<file path="config.mk">
export PLATFORM = sky130hd
export DESIGN_NAME = aic_channel
export DESIGN_NICKNAME = d
export VERILOG_FILES = /design/src/include/aic_pkg.sv /design/src/logic/aic_channel.sv /design/src/logic/aic_cnt64.sv /design/src/logic/aic_fifo.sv
export SDC_FILE = /design/constraint.sdc
export NUM_CORES = 1
export LEC_CHECK = 0
export ABC_AREA = 1
export BUFFER_PORTS_ARGS = -buffer_cell sky130_fd_sc_hd__buf_2
export CORE_ASPECT_RATIO = 1.5
export CORE_UTILIZATION = 41
export DETAILED_ROUTE_END_ITERATION = 16
export PLACE_DENSITY_LB_ADDON = 0.08
export SLEW_MARGIN = 20
export SYNTH_ARGS = -nofsm -noshare
export SYNTH_HDL_FRONTEND = slang
export SYNTH_SLANG_ARGS = --single-unit
export TNS_END_PERCENT = 20
</file>
<file path="constraint.sdc">
create_clock -name clk_sys -period 3.47 [get_ports clk_sys]
set_input_delay 0 -clock clk_sys [delete_from_list [all_inputs] [get_ports clk_sys]]
set_output_delay 0 -clock clk_sys [all_outputs]
set_load 0.02 [all_outputs]
</file>
<file path="src/include/aic_pkg.sv">
/*
 Constants, codes and types for one serial transport-stream input channel.
 Assumes a single 250 MHz system clock shared by every user of the package.
*/
package aic_pkg;

    // Command group and item numbers
    localparam logic [7:0]  CAT_INPUT      = 8'h83;
    localparam logic [7:0]  SET_PKT_LEN    = 8'h01;
    localparam logic [7:0]  SET_PORT_NUM   = 8'h02;
    localparam logic [7:0]  SET_SIG_STATE  = 8'h03;
    localparam logic [7:0]  SET_RATE       = 8'h04;
    localparam logic [7:0]  SET_BYTE_CNT   = 8'h05;
    localparam logic [7:0]  SET_VIOL_CNT   = 8'h06;
    localparam logic [7:0]  SET_ENABLE     = 8'h08;
    localparam logic [7:0]  SET_POLARITY   = 8'h09;
    localparam logic [7:0]  SET_RATE_LIM   = 8'h0a;
    localparam logic [7:0]  SET_ACTIVE     = 8'h0b;
    localparam logic [7:0]  SET_SENSE_POL  = 8'h0c;
    localparam logic [7:0]  SET_SENSE_LEN  = 8'h0d;
    localparam logic [7:0]  SET_DROP_CNT   = 8'h0e;

    // Item codes
    localparam logic [7:0]  PKT_LEN_188    = 8'h00;
    localparam logic [7:0]  PKT_LEN_204    = 8'h01;
    localparam logic [7:0]  SIG_VALID      = 8'h00;
    localparam logic [7:0]  SIG_NO_CARRIER = 8'h01;
    localparam logic [7:0]  SIG_NO_LOCK    = 8'h02;
    localparam logic [7:0]  EN_OFF         = 8'h00;
    localparam logic [7:0]  EN_ON          = 8'h01;
    localparam logic [7:0]  EN_HOLD        = 8'h02;
    localparam logic [7:0]  POL_AUTO       = 8'h00;
    localparam logic [7:0]  POL_NORMAL     = 8'h01;
    localparam logic [7:0]  POL_INVERTED   = 8'h02;
    localparam logic [7:0]  SENSE_UNKNOWN  = 8'h00;
    localparam logic [7:0]  SENSE_FIRST    = 8'h01;
    localparam logic [7:0]  SENSE_SECOND   = 8'h02;
    localparam logic [7:0]  ST_INACTIVE    = 8'h00;
    localparam logic [7:0]  ST_ACTIVE      = 8'h01;

    // Reset values
    localparam logic [7:0]  PKT_LEN_RST    = 8'h00;
    localparam logic [7:0]  EN_RST         = 8'h00;
    localparam logic [7:0]  POL_RST        = 8'h00;
    localparam logic [7:0]  RATE_LIM_RST   = 8'h00;
    // Arbitrary identity defaults
    localparam logic [15:0] CHAN_INDEX_DEF = 16'h0000;
    localparam logic [7:0]  PORT_NUM_DEF   = 8'h00;

    // Packet lengths
    localparam logic [7:0]  TS_LEN_188     = 8'hbc;
    localparam logic [7:0]  TS_LEN_204     = 8'hcc;

    // Timing
    localparam int          CLK_PERIOD_NS  = 4;
    localparam int          RATE_WIN_NS    = 1000000000;
    localparam int          RATE_WIN_CYC   = RATE_WIN_NS / CLK_PERIOD_NS;
    // Bucket units: the limit in Mbit/s is added every cycle, a byte costs 8 bits per cycle-rate
    localparam logic [23:0] BYTE_COST      = 24'(8 * (1000 / CLK_PERIOD_NS));
    localparam logic [23:0] BUCKET_CAP     = 24'(2 * 204 * 8 * (1000 / CLK_PERIOD_NS));

    // Buffer
    localparam int          FIFO_WIDTH     = 9;
    localparam int          FIFO_DEPTH     = 8;

    typedef enum logic [2:0] {
        PK_IDLE = 3'b001,
        PK_PASS = 3'b010,
        PK_DROP = 3'b100
    } aic_pkt_st_t;

endpackage

</file>
<file path="src/logic/aic_channel.sv">
/*
 Settings, status, policer and forwarding path of one transport-stream input channel.
 Assumes the decoded byte stream, line status and management commands all run on clk_sys.
*/
`timescale 1ns/1ns
`default_nettype none
module aic_channel #(
    parameter logic [15:0] CHAN_INDEX   = aic_pkg::CHAN_INDEX_DEF,
    parameter logic [7:0]  PORT_NUM     = aic_pkg::PORT_NUM_DEF,
    parameter int          RATE_WIN_CYC = aic_pkg::RATE_WIN_CYC
) (
    // Clock and reset
    input  wire logic        clk_sys,
    input  wire logic        srst,
    // Management command
    input  wire logic        cmd_valid,
    input  wire logic        cmd_write,
    input  wire logic [7:0]  cmd_category,
    input  wire logic [7:0]  cmd_setting,
    input  wire logic [15:0] cmd_index,
    input  wire logic [63:0] cmd_wdata,
    // Management answer
    output logic             rsp_valid_q,
    output logic             rsp_error_q,
    output logic      [63:0] rsp_rdata_q,
    // Device-wide state
    input  wire logic        net_hold,
    input  wire logic        cap_exceeded,
    // Decoded input stream
    input  wire logic        ts_valid,
    output logic             ts_ready,
    input  wire logic [7:0]  ts_data,
    input  wire logic        ts_sop,
    input  wire logic        ts_code_err,
    input  wire logic        ts_carrier,
    input  wire logic        ts_lock,
    input  wire logic        ts_pol_known,
    input  wire logic        ts_pol_inverted,
    // Forwarded stream
    output logic             out_valid,
    input  wire logic        out_ready,
    output logic      [7:0]  out_data,
    output logic             out_sop,
    // Active settings
    output logic             cfg_pkt204_q,
    output logic             rx_invert_q,
    output logic             chan_active_q,
    output logic             ipx_hold_q,
    output logic             applied_q
);

    function automatic logic in_range(input logic [63:0] v, input logic [7:0] top);
        in_range = (v[63:8] == 56'h0) && (v[7:0] <= top);
    endfunction

    function automatic logic [23:0] pkt_cost(input logic [7:0] len);
        pkt_cost = 24'(len) * aic_pkg::BYTE_COST;
    endfunction

    logic              cat_hit;
    logic              idx_hit;
    logic              wr_hit;
    logic              rd_ok;
    logic              wr_ok;
    logic [63:0]       rd_data;
    logic              commit;
    logic              acc;
    logic [7:0]        byte_idx;
    logic              fwd_ok;
    logic              lim_ok;
    logic              drop_inc;
    logic              fifo_push;
    logic              fifo_ready;
    logic [8:0]        fifo_out;
    logic [23:0]       bucket_add;
    logic [7:0]        cur_len;
    aic_pkg::aic_pkt_st_t pk_q;
    aic_pkg::aic_pkt_st_t pk_d;
    logic [7:0]        len_sh_q;
    logic [7:0]        pol_sh_q;
    logic [7:0]        lim_sh_q;
    logic [7:0]        len_q;
    logic [7:0]        pol_q;
    logic [7:0]        lim_q;
    logic [7:0]        en_q;
    logic [7:0]        pos_q;
    logic [7:0]        sense_len_q;
    logic [31:0]       win_q;
    logic [31:0]       win_bytes_q;
    logic [31:0]       rate_q;
    logic [23:0]       bucket_q;
    logic [63:0]       byte_cnt;
    logic [63:0]       viol_cnt;
    logic [63:0]       drop_cnt;
    logic [7:0]        sig_state;
    logic [7:0]        sense_pol;

    // Command decode
    assign cat_hit = cmd_valid && (cmd_category == aic_pkg::CAT_INPUT);
    assign idx_hit = cat_hit && (cmd_index == CHAN_INDEX);
    assign wr_hit  = idx_hit && cmd_write && wr_ok;

    always_comb begin
        wr_ok = 1'b0;
        case (cmd_setting)
            aic_pkg::SET_PKT_LEN:   wr_ok = in_range(cmd_wdata, aic_pkg::PKT_LEN_204);
            aic_pkg::SET_ENABLE:    wr_ok = in_range(cmd_wdata, aic_pkg::EN_HOLD);
            aic_pkg::SET_POLARITY:  wr_ok = in_range(cmd_wdata, aic_pkg::POL_INVERTED);
            aic_pkg::SET_RATE_LIM:  wr_ok = in_range(cmd_wdata, 8'hff);
            aic_pkg::SET_BYTE_CNT,
            aic_pkg::SET_VIOL_CNT,
            aic_pkg::SET_DROP_CNT:  wr_ok = 1'b1;
            default:                wr_ok = 1'b0;
        endcase
    end

    // Status decode
    always_comb begin
        if (!ts_carrier) begin
            sig_state = aic_pkg::SIG_NO_CARRIER;
        end else if (!ts_lock) begin
            sig_state = aic_pkg::SIG_NO_LOCK;
        end else begin
            sig_state = aic_pkg::SIG_VALID;
        end
        if (!ts_lock || !ts_pol_known) begin
            sense_pol = aic_pkg::SENSE_UNKNOWN;
        end else if (ts_pol_inverted) begin
            sense_pol = aic_pkg::SENSE_SECOND;
        end else begin
            sense_pol = aic_pkg::SENSE_FIRST;
        end
    end

    // Read mux
    always_comb begin
        rd_data = 64'h0;
        rd_ok   = 1'b1;
        case (cmd_setting)
            aic_pkg::SET_PKT_LEN:   rd_data = {56'h0, len_sh_q};
            aic_pkg::SET_PORT_NUM:  rd_data = {56'h0, PORT_NUM};
            aic_pkg::SET_SIG_STATE: rd_data = {56'h0, sig_state};
            aic_pkg::SET_RATE:      rd_data = {32'h0, rate_q};
            aic_pkg::SET_BYTE_CNT:  rd_data = byte_cnt;
            aic_pkg::SET_VIOL_CNT:  rd_data = viol_cnt;
            aic_pkg::SET_ENABLE:    rd_data = {56'h0, en_q};
            aic_pkg::SET_POLARITY:  rd_data = {56'h0, pol_sh_q};
            aic_pkg::SET_RATE_LIM:  rd_data = {56'h0, lim_sh_q};
            aic_pkg::SET_ACTIVE:    rd_data = chan_active_q ? {56'h0, aic_pkg::ST_ACTIVE}
                                                            : {56'h0, aic_pkg::ST_INACTIVE};
            aic_pkg::SET_SENSE_POL: rd_data = {56'h0, sense_pol};
            aic_pkg::SET_SENSE_LEN: rd_data = {56'h0, sense_len_q};
            aic_pkg::SET_DROP_CNT:  rd_data = drop_cnt;
            default:                rd_ok   = 1'b0;
        endcase
    end

    // Answer, one cycle after the command
    always_ff @(posedge clk_sys) begin
        if (srst) begin
            rsp_valid_q <= 1'b0;
            rsp_error_q <= 1'b0;
            rsp_rdata_q <= 64'h0;
        end else begin
            rsp_valid_q <= cat_hit;
            rsp_error_q <= cat_hit && (!idx_hit || (cmd_write ? !wr_ok : !rd_ok));
            rsp_rdata_q <= (idx_hit && !cmd_write && rd_ok) ? rd_data : 64'h0;
        end
    end

    // Written settings
    always_ff @(posedge clk_sys) begin
        if (srst) begin
            len_sh_q <= aic_pkg::PKT_LEN_RST;
            pol_sh_q <= aic_pkg::POL_RST;
            lim_sh_q <= aic_pkg::RATE_LIM_RST;
            en_q     <= aic_pkg::EN_RST;
        end else if (wr_hit) begin
            case (cmd_setting)
                aic_pkg::SET_PKT_LEN:  len_sh_q <= cmd_wdata[7:0];
                aic_pkg::SET_POLARITY: pol_sh_q <= cmd_wdata[7:0];
                aic_pkg::SET_RATE_LIM: lim_sh_q <= cmd_wdata[7:0];
                aic_pkg::SET_ENABLE:   en_q     <= cmd_wdata[7:0];
                default:               en_q     <= en_q;
            endcase
        end
    end

    // Active settings follow the written ones whenever no hold stands
    assign commit = (en_q != aic_pkg::EN_HOLD) && !net_hold;

    always_ff @(posedge clk_sys) begin
        if (srst) begin
            len_q     <= aic_pkg::PKT_LEN_RST;
            pol_q     <= aic_pkg::POL_RST;
            lim_q     <= aic_pkg::RATE_LIM_RST;
            applied_q <= 1'b0;
        end else begin
            applied_q <= 1'b0;
            if (commit) begin
                len_q     <= len_sh_q;
                pol_q     <= pol_sh_q;
                lim_q     <= lim_sh_q;
                applied_q <= (len_q != len_sh_q) || (pol_q != pol_sh_q) || (lim_q != lim_sh_q);
            end
        end
    end

    // Outputs to the receiver, packetiser and IP transmit settings
    always_ff @(posedge clk_sys) begin
        if (srst) begin
            cfg_pkt204_q  <= 1'b0;
            rx_invert_q   <= 1'b0;
            chan_active_q <= 1'b0;
            ipx_hold_q    <= 1'b0;
        end else begin
            cfg_pkt204_q  <= (len_q == aic_pkg::PKT_LEN_204);
            if (pol_q == aic_pkg::POL_AUTO) begin
                rx_invert_q <= ts_pol_known && ts_pol_inverted;
            end else begin
                rx_invert_q <= (pol_q == aic_pkg::POL_INVERTED);
            end
            chan_active_q <= (en_q != aic_pkg::EN_OFF) && !cap_exceeded;
            ipx_hold_q    <= (en_q == aic_pkg::EN_HOLD) || net_hold;
        end
    end

    // Byte position within a packet
    assign acc      = ts_valid && ts_ready;
    assign byte_idx = ts_sop ? 8'h00 : pos_q;

    always_ff @(posedge clk_sys) begin
        if (srst) begin
            pos_q <= 8'h00;
        end else if (acc && (byte_idx != 8'hff)) begin
            pos_q <= byte_idx + 8'h01;
        end
    end

    // Packet length detection from the spacing of packet starts
    always_ff @(posedge clk_sys) begin
        if (srst || !ts_lock) begin
            sense_len_q <= aic_pkg::SENSE_UNKNOWN;
        end else if (acc && ts_sop && (pos_q != 8'h00)) begin
            if (pos_q == aic_pkg::TS_LEN_188) begin
                sense_len_q <= aic_pkg::SENSE_FIRST;
            end else if (pos_q == aic_pkg::TS_LEN_204) begin
                sense_len_q <= aic_pkg::SENSE_SECOND;
            end else begin
                sense_len_q <= aic_pkg::SENSE_UNKNOWN;
            end
        end
    end

    // Rate over a one-second window, counting only the first 188 bytes of each packet
    always_ff @(posedge clk_sys) begin
        if (srst) begin
            win_q       <= 32'h0;
            win_bytes_q <= 32'h0;
            rate_q      <= 32'h0;
        end else if (win_q == 32'(RATE_WIN_CYC - 1)) begin
            win_q       <= 32'h0;
            win_bytes_q <= {31'h0, acc && (byte_idx < aic_pkg::TS_LEN_188)};
            rate_q      <= {win_bytes_q[28:0], 3'b000};
        end else begin
            win_q <= win_q + 32'h1;
            if (acc && (byte_idx < aic_pkg::TS_LEN_188)) begin
                win_bytes_q <= win_bytes_q + 32'h1;
            end
        end
    end

    // Token bucket; a limit of zero means no limit
    assign cur_len    = (sense_len_q == aic_pkg::SENSE_SECOND) ? aic_pkg::TS_LEN_204 : aic_pkg::TS_LEN_188;
    assign lim_ok     = (lim_q == 8'h00) || (bucket_q >= pkt_cost(cur_len));
    assign fwd_ok     = chan_active_q;
    assign bucket_add = bucket_q + {16'h0, lim_q};

    always_ff @(posedge clk_sys) begin
        if (srst) begin
            bucket_q <= 24'h0;
        end else if (acc && ts_sop && fwd_ok && lim_ok && (lim_q != 8'h00)) begin
            bucket_q <= bucket_q - pkt_cost(cur_len) + {16'h0, lim_q};
        end else if (bucket_add > aic_pkg::BUCKET_CAP) begin
            bucket_q <= aic_pkg::BUCKET_CAP;
        end else begin
            bucket_q <= bucket_add;
        end
    end

    // Per-packet pass or drop decision
    always_comb begin
        pk_d     = pk_q;
        drop_inc = 1'b0;
        if (acc && ts_sop) begin
            if (!fwd_ok) begin
                pk_d = aic_pkg::PK_DROP;
            end else if (lim_ok) begin
                pk_d = aic_pkg::PK_PASS;
            end else begin
                pk_d     = aic_pkg::PK_DROP;
                drop_inc = 1'b1;
            end
        end else if (!fwd_ok) begin
            pk_d = aic_pkg::PK_IDLE;
        end
    end

    always_ff @(posedge clk_sys) begin
        if (srst) begin
            pk_q <= aic_pkg::PK_IDLE;
        end else begin
            case (pk_d)
                aic_pkg::PK_IDLE: pk_q <= aic_pkg::PK_IDLE;
                aic_pkg::PK_PASS: pk_q <= aic_pkg::PK_PASS;
                aic_pkg::PK_DROP: pk_q <= aic_pkg::PK_DROP;
                default:          pk_q <= aic_pkg::PK_IDLE;
            endcase
        end
    end

    // Forward; in 188-byte mode the tail of a 204-byte packet is left out
    assign fifo_push = acc && (pk_d == aic_pkg::PK_PASS) && (cfg_pkt204_q || (byte_idx < aic_pkg::TS_LEN_188));
    assign ts_ready  = fifo_ready;

    aic_fifo #(
        .WIDTH (aic_pkg::FIFO_WIDTH),
        .DEPTH (aic_pkg::FIFO_DEPTH)
    ) u_fifo (
        .clk_sys   (clk_sys),
        .srst      (srst),
        .in_valid  (fifo_push),
        .in_ready  (fifo_ready),
        .in_data   ({ts_sop, ts_data}),
        .out_valid (out_valid),
        .out_ready (out_ready),
        .out_data  (fifo_out)
    );

    assign out_sop  = fifo_out[8];
    assign out_data = fifo_out[7:0];

    // Counters, each cleared by any write to its own setting
    aic_cnt64 u_byte_cnt (
        .clk_sys (clk_sys),
        .srst    (srst),
        .clr     (wr_hit && (cmd_setting == aic_pkg::SET_BYTE_CNT)),
        .inc     (acc),
        .count_q (byte_cnt)
    );

    aic_cnt64 u_viol_cnt (
        .clk_sys (clk_sys),
        .srst    (srst),
        .clr     (wr_hit && (cmd_setting == aic_pkg::SET_VIOL_CNT)),
        .inc     (ts_code_err),
        .count_q (viol_cnt)
    );

    aic_cnt64 u_drop_cnt (
        .clk_sys (clk_sys),
        .srst    (srst),
        .clr     (wr_hit && (cmd_setting == aic_pkg::SET_DROP_CNT)),
        .inc     (drop_inc),
        .count_q (drop_cnt)
    );

endmodule
`default_nettype wire

</file>
<file path="src/logic/aic_cnt64.sv">
/*
 Clearable 64-bit event counter.
 Assumes clear and increment arrive on clk_sys from the same clock domain.
*/
`timescale 1ns/1ns
`default_nettype none
module aic_cnt64 (
    // Clock and reset
    input  wire logic        clk_sys,
    input  wire logic        srst,
    // Control
    input  wire logic        clr,
    input  wire logic        inc,
    // Count
    output logic      [63:0] count_q
);
    // An event in the clearing cycle is kept
    always_ff @(posedge clk_sys) begin
        if (srst) begin
            count_q <= 64'h0;
        end else if (clr) begin
            count_q <= {63'h0, inc};
        end else if (inc) begin
            count_q <= count_q + 64'h1;
        end
    end
endmodule
`default_nettype wire

</file>
<file path="src/logic/aic_fifo.sv">
/*
 Flip-flop FIFO with valid and ready on both sides.
 Assumes one clock; depth is a power of two.
*/
`timescale 1ns/1ns
`default_nettype none
module aic_fifo #(
    parameter int WIDTH = 9,
    parameter int DEPTH = 8
) (
    // Clock and reset
    input  wire logic             clk_sys,
    input  wire logic             srst,
    // Fill side
    input  wire logic             in_valid,
    output logic                  in_ready,
    input  wire logic [WIDTH-1:0] in_data,
    // Drain side
    output logic                  out_valid,
    input  wire logic             out_ready,
    output logic      [WIDTH-1:0] out_data
);
    localparam int AW = $clog2(DEPTH);

    logic [WIDTH-1:0] mem_q [DEPTH];
    logic [AW-1:0]    wr_q;
    logic [AW-1:0]    rd_q;
    logic [AW:0]      cnt_q;
    logic             push;
    logic             pop;

    assign in_ready  = (cnt_q != (AW+1)'(DEPTH));
    assign out_valid = (cnt_q != '0);
    assign out_data  = mem_q[rd_q];
    assign push      = in_valid && in_ready;
    assign pop       = out_valid && out_ready;

    always_ff @(posedge clk_sys) begin
        if (push) begin
            mem_q[wr_q] <= in_data;
        end
    end

    always_ff @(posedge clk_sys) begin
        if (srst) begin
            wr_q  <= '0;
            rd_q  <= '0;
            cnt_q <= '0;
        end else begin
            if (push) begin
                wr_q <= wr_q + AW'(1);
            end
            if (pop) begin
                rd_q <= rd_q + AW'(1);
            end
            cnt_q <= cnt_q + (AW+1)'(push) - (AW+1)'(pop);
        end
    end
endmodule
`default_nettype wire

</file>
==> results.cfg <==
[run_status]
outcome = finished clean

[route]
ant_nets = 0
vias_per_cell = 5.36
via_count = 28000
firstDrtPassIters = 6
wl_per_cell_um = 20.0
first_iter_violations = 2028
drc = 0
drt-total-wl_mm = 104

[die]
std_cell_rows = 118
start_util_pct = 41.5
pin_count = 200
coreArea_mm2 = 0.0691
die_x_um = 218
die_h_um = 326
dieArea_mm2 = 0.0711

[synth]
syn_area_mm2 = 0.0287
synth_cell_types = 62
ys_ff_latch = 531
synthCells = 4050
ys_seq_area_share_pct = 39.5
synth_warnings = 0
synthArstFlopShare_pct = 0
synthTopCellsByArea = dfxtp_1 32%, nand2_1 11%, nor2_1 7.6%
syn-num-nets = 4230
yosys_most_used_dff = dfxtp_1
yosysTopAreaCellShare_pct = 32.0
synth-edff-count = 72
avgSynthCellArea_um2 = 7.09
synthTopCellsByCount = 821 x nand2_1, 581 x nor2_1, 486 x inv_1
yosysMostFrequentCell = nand2_1
yosysTopAreaCell = dfxtp_1

[global_route]
grt_pass1_wl_mm = 159
grt_pass1_vias = 27400
grt_max_degree = 65
overflow = 0
grt_use_total_pct = 29.1
antenna_found_initial = 1

[critical_path]
worstPathRequired_ns = 4.03
start_kind = flop
worstSetupPathType = reg2reg
crit_path_top_delay_cell = o21ai_0
cp.arrival_ns = 3.57
r2r_cells = 11
cp_cell_sequence = inv_1, ha_1, inv_1, ha_1, a21o_1, a21boi_0, o21ai_0, a21boi_0, a21oi_1, o21ai_0, a21oi_1
crit_path_end_kind = flop
worstPathMaxFanout = 7
critPathMaxStageDelay_ns = 0.54

[clocking]
clk_path_buf_depth = 3
post_cts_resized = 0
cts_htree_levels = 2
clkSinkCount = 531
clk_pin_slew_ns = 0.06
clkLatencyLatePin_ns = 0.65
cts-root-buf = clkbuf_16
numCtsBuffers = 54
cts_tree = yes

[sta]
finalCritPeriodShare_pct = 86.8
rsz0062_at_grt = false
layout_min_cycle_time_ns = 3.01
clock_skew_ns = 0.0241
finalSetupViolCount = 0
finalHoldViolCount = 0
setup_tns_ns = 0
max_freq_ghz = 0.332
tightest_slew_ns = 0.931
maxSlewHeadroom_pct = 37.8
slew_viol_final = 0

[placement]
gp_congestion = 1.03
dp_hpwl_mm = 81.6
portBuffers = 199
postPlaceCellArea_mm2 = 0.0307

[job]
drv_cap = 0

[worst_hold_path]
min_path_cells = 7
hp-class = in2reg

[final_layout]
fin_area_mm2 = 0.0329
drive_above_1_share_pct = 10.2
fillers = 7241
register_area_mm2 = 0.0114
final_util_pct = 47.7
multi_input_area_mm2 = 0.0150
area_growth_pct = 14.7
layout.nets = 4458

[power_and_ir_drop]
p_leak_nw = 12.1
peakVddDrop_v = 0.000393
p_per_area_mw_per_mm2 = 421
-- through the flow --
stage | std cells | hold slack (ns) | total power [mW] | setup slack, ns
6_report | 5226 | 0.0364 | 13.9 | 0.459
5_1_grt | 5224 | 0.0821 | 14.3 | 0.0513
4_1_cts | 5224 | 0.00985 | 14.0 | 0.500
3_5_place_dp | 5089 | 0.271 | 7.75 | 0.531
3_3_place_gp | 5089 | 0.278 | 7.74 | 0.572
2_1_floorplan | 4050 | 0.0721 | 7.28 | 0.613
-- power by group --
group	internal (mW)	switching, mW
combinational	0.400	0.847
clock	3.53	2.72
sequential	6.30	0.0789
total	10.2	3.64
-- cells in the final DEF (no fill, tap or decap), drive strengths merged, types with 9 or more instances in the layout --
cell type / netlist / final
clkbuf: 55 / 68
a211oi: 9 / 9
nand3: 187 / 187
o21ai: 142 / 142
a31oi: 18 / 18
a21oi: 260 / 260
inv: 511 / 514
dfxtp: 459 / 459
nor3: 189 / 189
nand3b: 9 / 9
clkinv: 4 / 24
o22ai: 70 / 70
xnor2: 44 / 44
buf: 51 / 245
edfxtp: 72 / 72
xor2: 145 / 145
nor3b: 18 / 18
ha: 58 / 58
nor2: 606 / 606
a221oi: 38 / 38
nand4: 123 / 123
or2: 21 / 21
nor4: 74 / 74
dlygate4sd3: 0 / 33
nand2: 836 / 836
-- flip-flops by register name (all words and copies together) (netlist names), 24 cells and up, named ones only --
name / count
u_fifo.mem_q: 72
rsp_rdata_q: 64
u_byte_cnt.count_q: 64
u_drop_cnt.count_q: 64
u_viol_cnt.count_q: 64
win_q: 32
rate_q: 29
win_bytes_q: 29
bucket_q: 24
-- critical path, delay by kind of cell, from the launching register on --
kind / cells / cell delay, ns
fa+ha+maj: 2 / 0.76
flops: 1 / 0.41
buf+inv: 2 / 0.19
compound gates: 7 / 1.58
-- metal layers --
metal	up-vias	share of wire (%)	track usage (%)
met2	725	50	51.1
met1	13200	40	33.9
li1	13900	-	-
met3	247	3.9	3.14
met5	-	0	0
met4	0	6.4	17.1
-- worst paths after layout --
path	from	to	slack (ns)
setup / recovery	lim_q[2]	bucket_q[17]	0.46
hold / removal	cmd_index[6]	rsp_error_q	0.04
setup reg to reg	lim_q[2]	bucket_q[17]	0.46
hold reg to reg	win_q[0]	win_q[0]	0.44
-- cells by family (layout without fill, tap and decap cells) --
group	count (synthesis)	after routing	share of synthesized area [%]
flops	531	531	39.5
compound gates	570	570	11.3
simple gates	2077	2077	32.2
buf+inv	621	895	8.44
fa+ha+maj	62	62	2.81
xor+xnor	189	189	5.77
other cells	0	2	0
-- what timing repair did --
item / in CTS / in global routing
setup endpoints to repair: 0 / 0
hold buffers: 33 / 0
endpoints found under the hold margin: 139 / 0
setup buffers: 0 / 0
-- cell type report --
| type | instances | area share [%] |
|---|---|---|
| tap | 900 | 3.42 |
| antenna | 2 | 0.0152 |
| multi-input combinational | 2898 | 45.4 |
| clock inverter | 34 | 1.22 |
| timing repair buffer | 278 | 5.19 |
| clock buffer | 68 | 4.42 |
| sequential | 531 | 34.5 |
| inverter | 515 | 5.87 |
No activity file was read; power rests on OpenSTA's default activity.
